==> src/rrnc_consts.svh <==
// Constants for the rotate-right-without-carry execution block
`ifndef RRNC_CONSTS_SVH
`define RRNC_CONSTS_SVH

// Opcode layout: six fixed bits, destination bit, bank access bit, 8-bit address
`define RRNC_OPC_MATCH 6'h10
`define RRNC_OPC_HI 15
`define RRNC_OPC_LO 10
`define RRNC_DEST_BIT 9
`define RRNC_ACC_BIT 8
`define RRNC_ADDR_HI 7
`define RRNC_ADDR_LO 0

// Result bit positions
`define RRNC_MSB 7
`define RRNC_LSB 0

// Access bank split and the bank that holds its upper part
`define RRNC_ACC_LIMIT 8'h5F
`define RRNC_ACC_HI_BANK 4'hF
`define RRNC_ACC_LO_BANK 4'h0

// Reset values
`define RRNC_RST_BYTE 8'h00
`define RRNC_RST_ADDR 12'h000
`define RRNC_RST_OPC 16'h0000

`endif

==> src/rrnc_pkg.sv <==
// Types shared by the rotate-right-without-carry execution block
package rrnc_pkg;

	// One idle state plus the four phases of an instruction cycle
	typedef enum logic [2:0] {
		RRNC_IDLE = 3'b000,
		RRNC_Q1 = 3'b001,
		RRNC_Q2 = 3'b010,
		RRNC_Q3 = 3'b011,
		RRNC_Q4 = 3'b100
	} rrnc_phase_t;

endpackage : rrnc_pkg
==> src/rrnc_addr_gen.sv <==
// Operand address formation for the rotate execution block
`timescale 1ns/100ps
`include "rrnc_consts.svh"

module rrnc_addr_gen #(
	parameter int ADDR_W = 12
) (
	input wire logic [7:0] file_addr_i,
	input wire logic acc_sel_i,
	input wire logic ext_set_en_i,
	input wire logic [3:0] bank_select_reg_i,
	input wire logic [ADDR_W-1:0] index_base_i,
	output logic [ADDR_W-1:0] addr_o,
	output logic indexed_o
);

	logic low_part;

	// Low part of the access bank sits in bank 0, the rest in the top bank
	assign low_part = (file_addr_i <= `RRNC_ACC_LIMIT);
	assign indexed_o = ext_set_en_i && !acc_sel_i && low_part;

	// Indexed mode wins over the plain access bank; the bank register only counts with a=1
	always_comb begin
		if (indexed_o) begin
			addr_o = index_base_i + {{(ADDR_W-8){1'b0}}, file_addr_i};
		end else if (acc_sel_i) begin
			addr_o = ADDR_W'({bank_select_reg_i, file_addr_i});
		end else if (low_part) begin
			addr_o = ADDR_W'({`RRNC_ACC_LO_BANK, file_addr_i});
		end else begin
			addr_o = ADDR_W'({`RRNC_ACC_HI_BANK, file_addr_i});
		end
	end

endmodule : rrnc_addr_gen

==> src/rrnc_exec.sv <==
// Execution datapath for the rotate-right-without-carry byte instruction
`timescale 1ns/100ps
`include "rrnc_consts.svh"

module rrnc_exec
	import rrnc_pkg::*;
#(
	parameter int ADDR_W = 12
) (
	input wire logic clock_i,
	input wire logic nrst_i,
	input wire logic op_valid_i,
	input wire logic [15:0] opcode_i,
	input wire logic ext_set_en_i,
	input wire logic [3:0] bank_select_reg_i,
	input wire logic [ADDR_W-1:0] index_base_i,
	input wire logic [7:0] mem_rdata_i,
	output logic ready_o,
	output logic op_accept_o,
	output logic [2:0] phase_o,
	output logic [ADDR_W-1:0] mem_addr_o,
	output logic mem_rd_o,
	output logic mem_wr_o,
	output logic [7:0] mem_wdata_o,
	output logic [7:0] wreg_o,
	output logic wreg_wr_o,
	output logic neg_flag_o,
	output logic zero_flag_o,
	output logic flag_wr_o,
	output logic indexed_o,
	output logic done_o
);

	rrnc_phase_t phase;
	rrnc_phase_t next_phase;
	logic [15:0] opcode;
	logic [15:0] next_opcode;
	logic is_rotate;
	logic dest_sel;
	logic acc_sel;
	logic [7:0] file_addr;
	logic [ADDR_W-1:0] calc_addr;
	logic calc_indexed;
	logic [7:0] rotated;

	logic next_ready;
	logic next_op_accept;
	logic [ADDR_W-1:0] next_mem_addr;
	logic next_mem_rd;
	logic next_mem_wr;
	logic [7:0] next_mem_wdata;
	logic [7:0] next_wreg;
	logic next_wreg_wr;
	logic next_neg_flag;
	logic next_zero_flag;
	logic next_flag_wr;
	logic next_indexed;
	logic next_done;

	// Opcode match is on the incoming word; anything else is simply not taken
	assign is_rotate = (opcode_i[`RRNC_OPC_HI:`RRNC_OPC_LO] == `RRNC_OPC_MATCH);

	// Fields come from the latched opcode so the bus may change after acceptance
	assign dest_sel = opcode[`RRNC_DEST_BIT];
	assign acc_sel = opcode[`RRNC_ACC_BIT];
	assign file_addr = opcode[`RRNC_ADDR_HI:`RRNC_ADDR_LO];

	// Rotate by one with bit 0 wrapping to bit 7; carry takes no part
	assign rotated = {mem_rdata_i[`RRNC_LSB], mem_rdata_i[`RRNC_MSB:1]};

	// Address formation kept apart so other byte instructions can share it
	rrnc_addr_gen #(
		.ADDR_W(ADDR_W)
	) u_addr_gen (
		.file_addr_i(file_addr),
		.acc_sel_i(acc_sel),
		.ext_set_en_i(ext_set_en_i),
		.bank_select_reg_i(bank_select_reg_i),
		.index_base_i(index_base_i),
		.addr_o(calc_addr),
		.indexed_o(calc_indexed)
	);

	// Phase sequencer: a taken opcode walks Q1 to Q4 and returns to idle
	always_comb begin
		next_phase = phase;
		next_opcode = opcode;
		next_op_accept = 1'b0;
		unique case (phase)
			RRNC_IDLE: begin
				if (op_valid_i && is_rotate) begin
					next_phase = RRNC_Q1;
					next_opcode = opcode_i;
					next_op_accept = 1'b1;
				end
			end
			RRNC_Q1: begin
				next_phase = RRNC_Q2;
			end
			RRNC_Q2: begin
				next_phase = RRNC_Q3;
			end
			RRNC_Q3: begin
				next_phase = RRNC_Q4;
			end
			RRNC_Q4: begin
				next_phase = RRNC_IDLE;
			end
			default: begin
				next_phase = RRNC_IDLE;
			end
		endcase
		next_ready = (next_phase == RRNC_IDLE);
	end

	always_ff @(posedge clock_i) begin
		if (!nrst_i) begin
			phase <= RRNC_IDLE;
			opcode <= `RRNC_RST_OPC;
			ready_o <= 1'b1;
			op_accept_o <= 1'b0;
			phase_o <= RRNC_IDLE;
		end else begin
			phase <= next_phase;
			opcode <= next_opcode;
			ready_o <= next_ready;
			op_accept_o <= next_op_accept;
			phase_o <= next_phase;
		end
	end

	// Memory side: address is taken in Q1 and stands with the read strobe in Q2, write strobe in Q4
	always_comb begin
		next_mem_addr = mem_addr_o;
		next_mem_rd = 1'b0;
		next_mem_wr = 1'b0;
		next_mem_wdata = mem_wdata_o;
		next_indexed = indexed_o;
		unique case (phase)
			RRNC_Q1: begin
				next_mem_addr = calc_addr;
				next_indexed = calc_indexed;
				next_mem_rd = 1'b1;
			end
			RRNC_Q3: begin
				if (dest_sel) begin
					next_mem_wr = 1'b1;
					next_mem_wdata = rotated;
				end
			end
			RRNC_IDLE, RRNC_Q2, RRNC_Q4: begin
				next_mem_rd = 1'b0;
			end
			default: begin
				next_mem_rd = 1'b0;
			end
		endcase
	end

	always_ff @(posedge clock_i) begin
		if (!nrst_i) begin
			mem_addr_o <= ADDR_W'(`RRNC_RST_ADDR);
			mem_rd_o <= 1'b0;
			mem_wr_o <= 1'b0;
			mem_wdata_o <= `RRNC_RST_BYTE;
			indexed_o <= 1'b0;
		end else begin
			mem_addr_o <= next_mem_addr;
			mem_rd_o <= next_mem_rd;
			mem_wr_o <= next_mem_wr;
			mem_wdata_o <= next_mem_wdata;
			indexed_o <= next_indexed;
		end
	end

	// Working register and status flags, both committed into Q4
	// Memory is never written when the working register is the target
	always_comb begin
		next_wreg = wreg_o;
		next_wreg_wr = 1'b0;
		next_neg_flag = neg_flag_o;
		next_zero_flag = zero_flag_o;
		next_flag_wr = 1'b0;
		next_done = 1'b0;
		if (phase == RRNC_Q3) begin
			if (!dest_sel) begin
				next_wreg = rotated;
				next_wreg_wr = 1'b1;
			end
			// Only N and Z are driven; the core keeps C, DC and OV as they were
			next_neg_flag = rotated[`RRNC_MSB];
			next_zero_flag = (rotated == `RRNC_RST_BYTE);
			next_flag_wr = 1'b1;
			next_done = 1'b1;
		end
	end

	always_ff @(posedge clock_i) begin
		if (!nrst_i) begin
			wreg_o <= `RRNC_RST_BYTE;
			wreg_wr_o <= 1'b0;
			neg_flag_o <= 1'b0;
			zero_flag_o <= 1'b0;
			flag_wr_o <= 1'b0;
			done_o <= 1'b0;
		end else begin
			wreg_o <= next_wreg;
			wreg_wr_o <= next_wreg_wr;
			neg_flag_o <= next_neg_flag;
			zero_flag_o <= next_zero_flag;
			flag_wr_o <= next_flag_wr;
			done_o <= next_done;
		end
	end

endmodule : rrnc_exec

==> config.mk <==
export PLATFORM = sky130hd
export DESIGN_NAME = rrnc_exec
export DESIGN_NICKNAME = d
export VERILOG_FILES = /design/src/rrnc_pkg.sv /design/src/rrnc_addr_gen.sv /design/src/rrnc_exec.sv
export VERILOG_INCLUDE_DIRS = /design/src
export SDC_FILE = /design/constraint.sdc
export NUM_CORES = 1
export LEC_CHECK = 0
export BUFFER_PORTS_ARGS = -buffer_cell sky130_fd_sc_hd__buf_4
export CAP_MARGIN = 20
export CORE_ASPECT_RATIO = 1.75
export CORE_MARGIN = 2
export CORE_UTILIZATION = 37
export DETAILED_ROUTE_END_ITERATION = 8
export GPL_TIMING_DRIVEN = 0
export REMOVE_ABC_BUFFERS = 1
export SYNTH_ARGS = -nofsm -noshare
export SYNTH_HDL_FRONTEND = slang
export SYNTH_SLANG_ARGS = --single-unit
==> constraint.sdc <==
create_clock -name clock_i -period 2.8 [get_ports clock_i]
set_input_delay 0.56 -clock clock_i [delete_from_list [all_inputs] [get_ports clock_i]]
set_output_delay 0.56 -clock clock_i [all_outputs]
set_load 0.01 [all_outputs]
==> results of run 1 <==
-- sequential cells by signal, summed over array words and instances (netlist names) --
| register | flops |
|---|---|
| mem_addr_o | 12 |
| opcode | 10 |
| mem_wdata_o | 8 |
| wreg_o | 8 |
| phase | 3 |
| done_o | 1 |
| indexed_o | 1 |
| mem_rd_o | 1 |
| mem_wr_o | 1 |
| neg_flag_o | 1 |
| op_accept_o | 1 |
| ready_o | 1 |
| wreg_wr_o | 1 |
| zero_flag_o | 1 |
-- through the flow --
step | hold slack (ns) | instance area [sq um] | total power [mW] | util, %
final | 0.458 | 3150 | 1.27 | 50.6
after global routing | 0.474 | 3150 | 1.32 | 50.6
after CTS | 0.461 | 3150 | 1.29 | 50.6
after detailed placement | 0.448 | 3060 | 0.848 | 49.1
after global placement | 0.442 | 3030 | 0.842 | 48.7
after floorplan | 0.471 | 2300 | 0.771 | -
-- routing by layer --
| layer | track usage, % | wire (microns) | up-vias |
|---|---|---|---|
| met4 | 6.38 | 88 | 0 |
| met2 | 36.9 | 3500 | 54 |
| met1 | 18.9 | 2420 | 1030 |
| met3 | 3.35 | 241 | 6 |
| met5 | 0 | 0 | - |
| li1 | - | - | 1137 |
-- layout make-up --
class / count / area, sq um / area share, %
multi-input cells: 213 / 1280 / 40.6
clock inverters: 2 / 12.5 / 0.397
clock buffers: 6 / 82.6 / 2.62
repair buffers: 85 / 658 / 20.9
flip-flops and latches: 50 / 1000 / 31.7
well taps: 80 / 100 / 3.17
inverters: 5 / 18.8 / 0.595
-- cell usage in the layout (no fill, tap or decap), types with 3 or more instances in the layout --
master,instances
a211oi_1,3
a21o_1,3
a21oi_1,34
a311oi_1,3
buf_4,84
clkbuf_8,6
dfxtp_1,50
ha_1,8
inv_1,5
mux2i_1,11
nand2_1,50
nand2b_1,5
nand3_1,8
nor2_1,28
nor2b_1,5
nor3_1,5
nor4_1,4
o211ai_1,4
o21ai_0,11
xor2_1,4
-- power by group --
group	switching (mW)	leakage [nW]	total, mW	internal, mW
Clock	0.238	0.0472	0.437	0.199
Sequential	0.00203	0.403	0.715	0.713
Combinational	0.0538	0.940	0.116	0.0619
-- how the worst min path moves through the flow --
stage	startpoint	end	slack, ns	cells after the start
3_3_place_gp	mem_wdata_o[4]$_SDFFE_PN0P_	mem_wdata_o[4]$_SDFFE_PN0P_	0.44	2
2_1_floorplan	opcode[2]$_SDFFE_PN0P_	mem_addr_o[2]$_SDFFE_PN0P_	0.47	2
5_1_grt	opcode_i[5]	opcode[5]$_SDFFE_PN0P_	0.47	3
4_1_cts	wreg_o[3]$_SDFFE_PN0P_	wreg_o[3]$_SDFFE_PN0P_	0.46	2
6_report	wreg_o[3]$_SDFFE_PN0P_	wreg_o[3]$_SDFFE_PN0P_	0.46	2
3_5_place_dp	wreg_o[3]$_SDFFE_PN0P_	wreg_o[3]$_SDFFE_PN0P_	0.45	2
-- kinds of logic after synthesis --
logic type,after synthesis,share of synthesized area [%]
buffers and inverters,20,4.00
muxes,13,5.58
DFF,50,42.1
xor gates and xnor gates,4,1.47
and+or+nand+nor,119,24.3
AOI/OAI and AO/OA,68,17.5
adders and majority gates,9,5.06
-- worst reg2reg max path, delay by kind of cell, from the launching register on --
family / cells / cell delay [ns]
mux: 1 / 0.30
fa+ha+maj: 2 / 0.62
flops: 1 / 0.36
buf+inv: 1 / 0.07
compound gates: 3 / 0.64
simple gates: 1 / 0.19
==> flow_metrics.py, run 1 <==
metrics = {
    "setup_path": {
        "critPathArrivalTime_ns": 2.47,
        "cp-start-kind": "flop",
        "r2r_slack_ns": 0.55,
        "cp-startpoint": "opcode[0]$_SDFFE_PN0P_",
        "crit_type": "flop to flop",
        "r2r-start": "opcode[0]$_SDFFE_PN0P_",
        "max_stage_delay_ns": 0.41,
        "path_buf_inv": 1,
        "critPathMaxFanout": 4,
        "setup.worst_path.end": "mem_addr_o[6]$_SDFFE_PN0P_",
        "r2r-end": "mem_addr_o[6]$_SDFFE_PN0P_",
        "endpoint_kind": "flop",
        "cp_slowest_cell": "fa_1",
        "cp_data_required_time_ns": 3.03,
        "rr_worst_depth": 8,
        "critPathTopFamily": "compound AO/OA/AOI/OAI gates",
        "crit_chain": "ha_1, inv_1, fa_1, nand2b_1, a21oi_1, o21ai_0, mux2_2, a211oi_1",
        "crit_cells": 8,
    },
    "yosys": {
        "synth_edf_count": 0,
        "async_flop_share_pct": 0,
        "synthesis.area_sq_um": 2380,
        "synth_area_per_cell_sq_um": 8.40,
        "ys_warn_count": 0,
        "seq_area_frac_synth_pct": 42.1,
        "synth_ff_type": "dfxtp_1",
        "syn_inst": 283,
        "netlist.area_leader.share_pct": 42.1,
        "ys_ff_latch": 50,
        "yosys-top-cells-count": "dfxtp_1 (50), nand2_1 (50), a21oi_1 (34)",
        "synth_top_area_cell": "dfxtp_1",
        "synth_cell_type_count": 43,
        "synth_area_leaders": "dfxtp_1 (42%), nand2_1 (7.9%), a21oi_1 (7.2%)",
    },
    "timing": {
        "slew_violations": 0,
        "finalSetupViolations": 0,
        "setup_tns_ns": 0,
        "tightestPinTransition_ns": 0.907,
        "finClkSkew_ns": 0.00618,
        "grt_setup_unrepaired": "false",
        "final-hold-violation-count": 0,
        "post-route-period-util_pct": 80.2,
        "fin_ws_ns": 0.554,
        "finalCriticalPeriod_ns": 2.25,
        "fmax_ghz": 0.445,
        "slew_headroom_pct": 39.1,
    },
    "pwr": {
        "vdd_drop_max_mv": 0.204,
        "powerDensity_nw_per_um2": 402,
        "p_leak_nw": 1.39,
    },
    "clocking": {
        "postCtsResizedCells": 0,
        "hold_buffers": 0,
        "cts-root-buf": "clkbuf_8",
        "cts.reportedPaths.clkPinSlew_ns": 0.09,
        "clock_path_buffers": 2,
        "cts_tree": "done",
        "clkLatencyLatePin_ns": 0.30,
        "cts_sinks": 50,
        "cts_setup_buffers": 0,
        "h-tree-depth": 2,
        "cts_made_buffers": 5,
    },
    "run": {
        "cap_violations": 0,
    },
    "routing": {
        "drc": 0,
        "vias": 2227,
        "drt_pass1_iterations": 4,
        "final_antenna_net_count": 0,
        "drt_iter0_drc": 95,
        "routed_via_density": 5.05,
        "detail_route.wirelength_microns": 6250,
        "wire_per_inst_microns": 14.2,
    },
    "finish": {
        "fin_cells": 441,
        "fin_nets": 413,
        "diodes": 0,
        "layout-drive-gt1-share_pct": 27.7,
        "syn2layout_area_growth_pct": 32.7,
        "nFillCells": 645,
    },
    "global_routing": {
        "antenna_found_initial": 0,
        "overflow": 0,
        "grt_pass1_vias": 2209,
        "grt_max_degree": 30,
        "grt_pass1_wl_microns": 10200,
        "grt_use_total_pct": 18.5,
    },
    "floorplan": {
        "start_util_pct": 38.1,
        "die_h_microns": 110,
        "core-area_sq_um": 6230,
        "row_count": 38,
        "die_area_sq_um": 7100,
        "io_pins": 85,
        "fp.dieW_microns": 64.6,
    },
    "place": {
        "place_inst": 433,
        "post-place-ws_ns": 0.285,
        "hpwl_microns": 4860,
        "gp_congestion": 0.813,
        "port_buffers": 84,
    },
    "worst_hold_path": {
        "hp-class": "flop to flop",
    },
    "outcome": {
        "run_status": "complete, no violations",
    },
}
No activity file was read; power rests on OpenSTA's default activity.
==> run 2, diff against run 1 <==
Clock period 2.8 ns to 2.1 ns, I/O delays scaled along.
==> run 2 against run 1 <==
Clock skew shrank 0.00053 ns. Combinational power up 35%. Cell count increased by 0.68%. Wire length up 0.85%. Die area unchanged. Count of clock-buffer cells in the layout did not move. Final area rose by 1.3%. Utilization increased by 0.64 points. Total power increased by 33%. Non-clock buffer count increased by 3.
==> flow_metrics.py, run 2 (same netlist as run 1, synthesis figures left out) <==
metrics = {
    "finish": {
        "fin_nets": 416,
        "diodes": 0,
        "stdcell_area_sq_um": 3190,
        "largest_register_ffs": 12,
        "syn2layout_area_growth_pct": 34.4,
        "layout_common_cells": "buf_4 (87), nand2_1 (50), dfxtp_1 (49)",
        "layout_commonest_cell": "buf_4",
        "layout-drive-gt1-share_pct": 29.7,
        "top_regs": "mem_addr_o (12), opcode (10)",
        "top_register": "mem_addr_o",
    },
    "outcome": {
        "run_status": "complete, no violations",
    },
    "floorplan": {
        "die_h_microns": 110,
        "fp.dieW_microns": 64.6,
        "core-area_sq_um": 6230,
        "io_pins": 85,
        "die_area_sq_um": 7100,
        "row_count": 38,
        "start_util_pct": 38.1,
    },
    "global_routing": {
        "grt_max_degree": 30,
        "grt_pass1_wl_microns": 10200,
        "grt_pass1_vias": 2222,
        "overflow": 0,
        "grt_use_total_pct": 18.6,
        "antenna_found_initial": 0,
    },
    "timing": {
        "tightestPinTransition_ns": 0.908,
        "post-route-period-util_pct": 93.7,
        "slew_headroom_pct": 39.0,
        "hold_ws_ns": 0.343,
        "finClkSkew_ns": 0.00566,
        "final-hold-violation-count": 0,
        "finalCriticalPeriod_ns": 1.97,
        "slew_violations": 0,
        "fmax_ghz": 0.508,
        "finalSetupViolations": 0,
    },
    "clocking": {
        "clkLatencyLatePin_ns": 0.30,
        "clock_path_buffers": 2,
        "cts_sinks": 50,
        "h-tree-depth": 2,
        "cts_made_buffers": 5,
        "cts_tree": "done",
        "cts-root-buf": "clkbuf_8",
        "cts.reportedPaths.clkPinSlew_ns": 0.09,
    },
    "setup_path": {
        "max_stage_delay_ns": 0.36,
        "cp_slowest_cell": "fa_2",
        "critPathArrivalTime_ns": 2.19,
        "endpoint_kind": "flop",
        "crit_type": "flop to flop",
        "crit_chain": "ha_2, inv_1, fa_2, nand2b_4, a21oi_2, o21ai_0, mux2_2, a211oi_1",
        "cp_data_required_time_ns": 2.33,
        "cp-start-kind": "flop",
        "critPathMaxFanout": 3,
        "critPathTopFamily": "adder cells",
        "path_buf_inv": 1,
    },
    "place": {
        "gp_congestion": 0.813,
        "port_buffers": 84,
        "postPlaceCellArea_sq_um": 3060,
        "hpwl_microns": 4860,
    },
    "routing": {
        "drc": 0,
        "detail_route.wirelength_microns": 6300,
        "routed_via_density": 5.10,
        "vias": 2263,
        "drt_pass1_iterations": 4,
        "drt_iter0_drc": 82,
        "final_antenna_net_count": 0,
        "wire_per_inst_microns": 14.2,
    },
    "pwr": {
        "powerDensity_nw_per_um2": 530,
        "p_leak_nw": 1.41,
        "total_power_mw": 1.69,
        "vdd_drop_max_mv": 0.271,
    },
    "run": {
        "cap_violations": 0,
    },
    "worst_hold_path": {
        "hp-class": "input port to flop",
    },
}
==> run 2: area by class of cell <==
cell class,instances,area (sq um)
Clock inverter,2,12.5
Tap cell,80,100
Timing Repair Buffer,88,681
Fill cell,643,3040
Inverter,5,18.8
Clock buffer,6,82.6
Multi-Input combinational cell,213,1300
Sequential cell,50,1000
==> run 2: power breakdown <==
part | total [mW] | internal [mW] | switching (mW)
registers | 0.953 | 0.950 | 0.00269
clock network | 0.582 | 0.265 | 0.317
logic | 0.157 | 0.0833 | 0.0733
total | 1.69 | 1.30 | 0.393
==> run 2: through the flow <==
step / TNS [ns] / setup WS (ns) / util [%] / cells
floorplan: 0 / 0.0911 / - / 268
CTS: 0 / 0.000951 / 50.8 / 442
detailed placement: -0.529 / -0.275 / 49.1 / 433
global route: -0.000379 / -0.000379 / 51.3 / 444
global placement: -0.591 / -0.269 / 48.7 / 432
finish: 0 / 0.132 / 51.3 / 444
==> run 2: worst register-to-register path: cells and delay by family (launching register included) <==
kind | cells | cell delay [ns]
muxes | 1 | 0.30
and+or+nand+nor | 1 | 0.16
AOI/OAI and AO/OA | 3 | 0.47
DFF | 1 | 0.35
adders and majority gates | 2 | 0.55
buffers and inverters | 1 | 0.06
==> run 2: timing repair <==
item	in CTS	in global routing
hold buffers	0	0
setup endpoints to repair	2	4
resized for setup	1	4
buffers inserted	1	2
pin swaps	1	1
==> run 2: layer usage <==
metal,track usage (%),share of wire [%]
met5,0,0
met4,6.84,1.7
met3,3.35,4.1
met2,37.0,56
met1,18.9,38
==> run 2: worst paths after layout <==
| check | startpoint | endpoint | slack, ns | depth (start not counted) |
|---|---|---|---|---|
| worst max-delay path | opcode[0]$_SDFFE_PN0P_ | mem_addr_o[6]$_SDFFE_PN0P_ | 0.13 | 8 |
| worst min-delay path | opcode_i[1] | opcode[1]$_SDFFE_PN0P_ | 0.34 | 3 |
| worst max register to register | opcode[0]$_SDFFE_PN0P_ | mem_addr_o[6]$_SDFFE_PN0P_ | 0.13 | 8 |
| worst min register to register | wreg_o[3]$_SDFFE_PN0P_ | wreg_o[3]$_SDFFE_PN0P_ | 0.46 | 2 |
==> run 3, diff against run 2 <==
Settings changed: CELL_PAD_IN_SITES_DETAIL_PLACEMENT set to 0, CELL_PAD_IN_SITES_GLOBAL_PLACEMENT set to 1, CORE_UTILIZATION 37 to 35, PLACE_DENSITY_LB_ADDON set to 0.1.
==> run 3 against run 2 <==
Via count is 1.4% lower. Non-clock buffer count down 2. Maximum frequency is 0.18% higher. Sequential share of layout area is 0.46 points lower. Global-route usage is 0.95 points lower. Wire length grew 0.22%. Clock power grew 40%. Clock skew is 0.0029 ns lower. Highest routed layer unchanged. First-iteration DRC count increased by 48%. Cell count is the same. Count of clock-buffer cells in the layout increased by 1. Sequential cell count is the same.
==> flow_metrics.py, run 3 (same netlist as run 1, synthesis figures left out) <==
metrics = {
    "outcome": {
        "run_status": "complete, no violations",
    },
    "global_routing": {
        "grt_use_total_pct": 17.6,
        "grt_pass1_vias": 2143,
        "grt_max_degree": 23,
        "grt_pass1_wl_microns": 10100,
        "top_usage_layer": "met2",
        "gr-usage-met1_pct": 19.1,
        "antenna_found_initial": 0,
        "overflow": 0,
        "use_met2_pct": 32.1,
        "use_met3_pct": 3.38,
    },
    "finish": {
        "layout_common_cells": "buf_4 (85), nand2_1 (50), dfxtp_1 (49)",
        "fin_cells": 444,
        "fin_nets": 414,
        "syn2layout_area_growth_pct": 36.4,
        "stdcell_area_sq_um": 3240,
        "layout-drive-gt1-share_pct": 29.0,
        "largest_register_ffs": 12,
        "nFillCells": 678,
        "diodes": 0,
        "multi_input_area_sq_um": 1300,
        "regArea_sq_um": 1000,
        "top_regs": "mem_addr_o (12), opcode (10)",
        "layout_commonest_cell": "buf_4",
        "top_register": "mem_addr_o",
    },
    "clocking": {
        "cts_sinks": 50,
        "hold_buffers": 0,
        "cts.reportedPaths.clkPinSlew_ns": 0.06,
        "cts_tree": "done",
        "cts-root-buf": "clkbuf_16",
        "cts_made_buffers": 5,
        "clkLatencyLatePin_ns": 0.29,
        "clock_path_buffers": 2,
        "h-tree-depth": 2,
    },
    "setup_path": {
        "endpoint_kind": "flop",
        "critPathArrivalTime_ns": 2.17,
        "max_stage_delay_ns": 0.35,
        "cp_slowest_cell": "fa_2",
        "cp-start-kind": "flop",
        "cp_data_required_time_ns": 2.31,
        "path_buf_inv": 1,
        "critPathTopFamily": "adder cells",
        "crit_chain": "ha_2, inv_1, fa_2, nand2b_4, a21oi_4, o21ai_0, mux2_2, a211oi_1",
        "crit_type": "flop to flop",
        "critPathMaxFanout": 4,
    },
    "pwr": {
        "powerDensity_nw_per_um2": 593,
        "intPower_mw": 1.51,
        "switching_share_pct": 21.6,
        "vdd_drop_max_mv": 0.293,
        "pwr-share-seq_pct": 49.6,
        "p_leak_nw": 1.43,
        "total_power_mw": 1.92,
        "clockPowerShare_pct": 42.3,
        "pwr-share-comb_pct": 8.1,
        "switchingPower_uw": 414,
    },
    "routing": {
        "detail_route.wirelength_microns": 6310,
        "routed_via_density": 5.03,
        "final_antenna_net_count": 0,
        "wire_per_inst_microns": 14.2,
        "drt_iter0_drc": 121,
        "drt_pass1_iterations": 4,
        "vias": 2232,
        "drc": 0,
    },
    "timing": {
        "finalSetupViolations": 0,
        "fmax_ghz": 0.509,
        "fin_ws_ns": 0.136,
        "hold_ws_ns": 0.360,
        "post-route-period-util_pct": 93.5,
        "final-hold-violation-count": 0,
        "finalCriticalPeriod_ns": 1.96,
        "slew_violations": 0,
        "grt_setup_unrepaired": "false",
        "finClkSkew_ns": 0.00280,
        "tightestPinTransition_ns": 0.895,
        "slew_headroom_pct": 40.1,
    },
    "place": {
        "place_inst": 435,
        "hpwl_microns": 4860,
        "gp_congestion": 0.841,
        "port_buffers": 84,
        "postPlaceCellArea_sq_um": 3060,
        "post-place-ws_ns": -0.307,
    },
    "floorplan": {
        "start_util_pct": 36.3,
        "fp.dieW_microns": 66.3,
        "io_pins": 85,
        "row_count": 39,
        "die_h_microns": 113,
        "core-area_sq_um": 6540,
        "die_area_sq_um": 7490,
    },
    "worst_hold_path": {
        "hp-class": "input port to flop",
    },
    "run": {
        "cap_violations": 0,
    },
}
## run 3: changes by cell type in the layout (fill, tap and decap cells not counted), sizes merged
| cell | change |
|---|---|
| buf | -2 |
| clkbuf | +1 |
| clkinvlp | -1 |
## run 3: final cells by class
cell class                      count  area share, %
Multi-Input combinational cell    213           40.2
Inverter                            5          0.579
Timing Repair Buffer               86           20.5
Sequential cell                    50           30.9
Tap cell                           82           3.17
Clock inverter                      1          0.154
Clock buffer                        7           4.40
## run 3: power groups by stage
stage          combinational, mW  clock (mW)  sequential [mW]
6_report                   0.155       0.812            0.954
5_1_grt                    0.172       0.871            0.954
4_1_cts                    0.155       0.838            0.954
3_5_place_dp               0.154           0            0.975
3_3_place_gp               0.148           0            0.975
2_1_floorplan             0.0528           0            0.976
## run 3: through the flow
step | setup TNS [ns] | utilization, %
floorplan | 0 | -
global placement | -0.818 | 46.4
detailed placement | -0.817 | 46.8
CTS | 0 | 49.2
global route | 0 | 49.6
finish | 0 | 49.6
## run 3: final timing paths
| check | slack, ns | cells past startpoint | from | endpoint |
|---|---|---|---|---|
| hold / removal | 0.36 | 3 | opcode_i[4] | opcode[4]$_SDFFE_PN0P_ |
| setup / recovery | 0.14 | 8 | opcode[0]$_SDFFE_PN0P_ | mem_addr_o[6]$_SDFFE_PN0P_ |
| hold reg to reg | 0.45 | 2 | mem_addr_o[1]$_SDFFE_PN0P_ | mem_addr_o[1]$_SDFFE_PN0P_ |
| setup reg to reg | 0.14 | 8 | opcode[0]$_SDFFE_PN0P_ | mem_addr_o[6]$_SDFFE_PN0P_ |
## run 3: layer usage
layer	up-vias	routed length (microns)
met2	60	3490
met1	1025	2430
met3	6	281
met5	-	0
met4	0	109
li1	1141	-
## run 3: tightest hold or removal path, cell delays in order
cell	delay [ns]
buf_4	0.08
mux2i_1	0.05
nor2_1	0.07
## run 3: what timing repair did
| action | CTS | global route |
|---|---|---|
| endpoints found under the setup margin | 3 | 3 |
| hold endpoints to repair | 0 | 0 |
| buffers inserted | 0 | 1 |
| pin swaps | 0 | 1 |
| gates resized for setup | 2 | 4 |
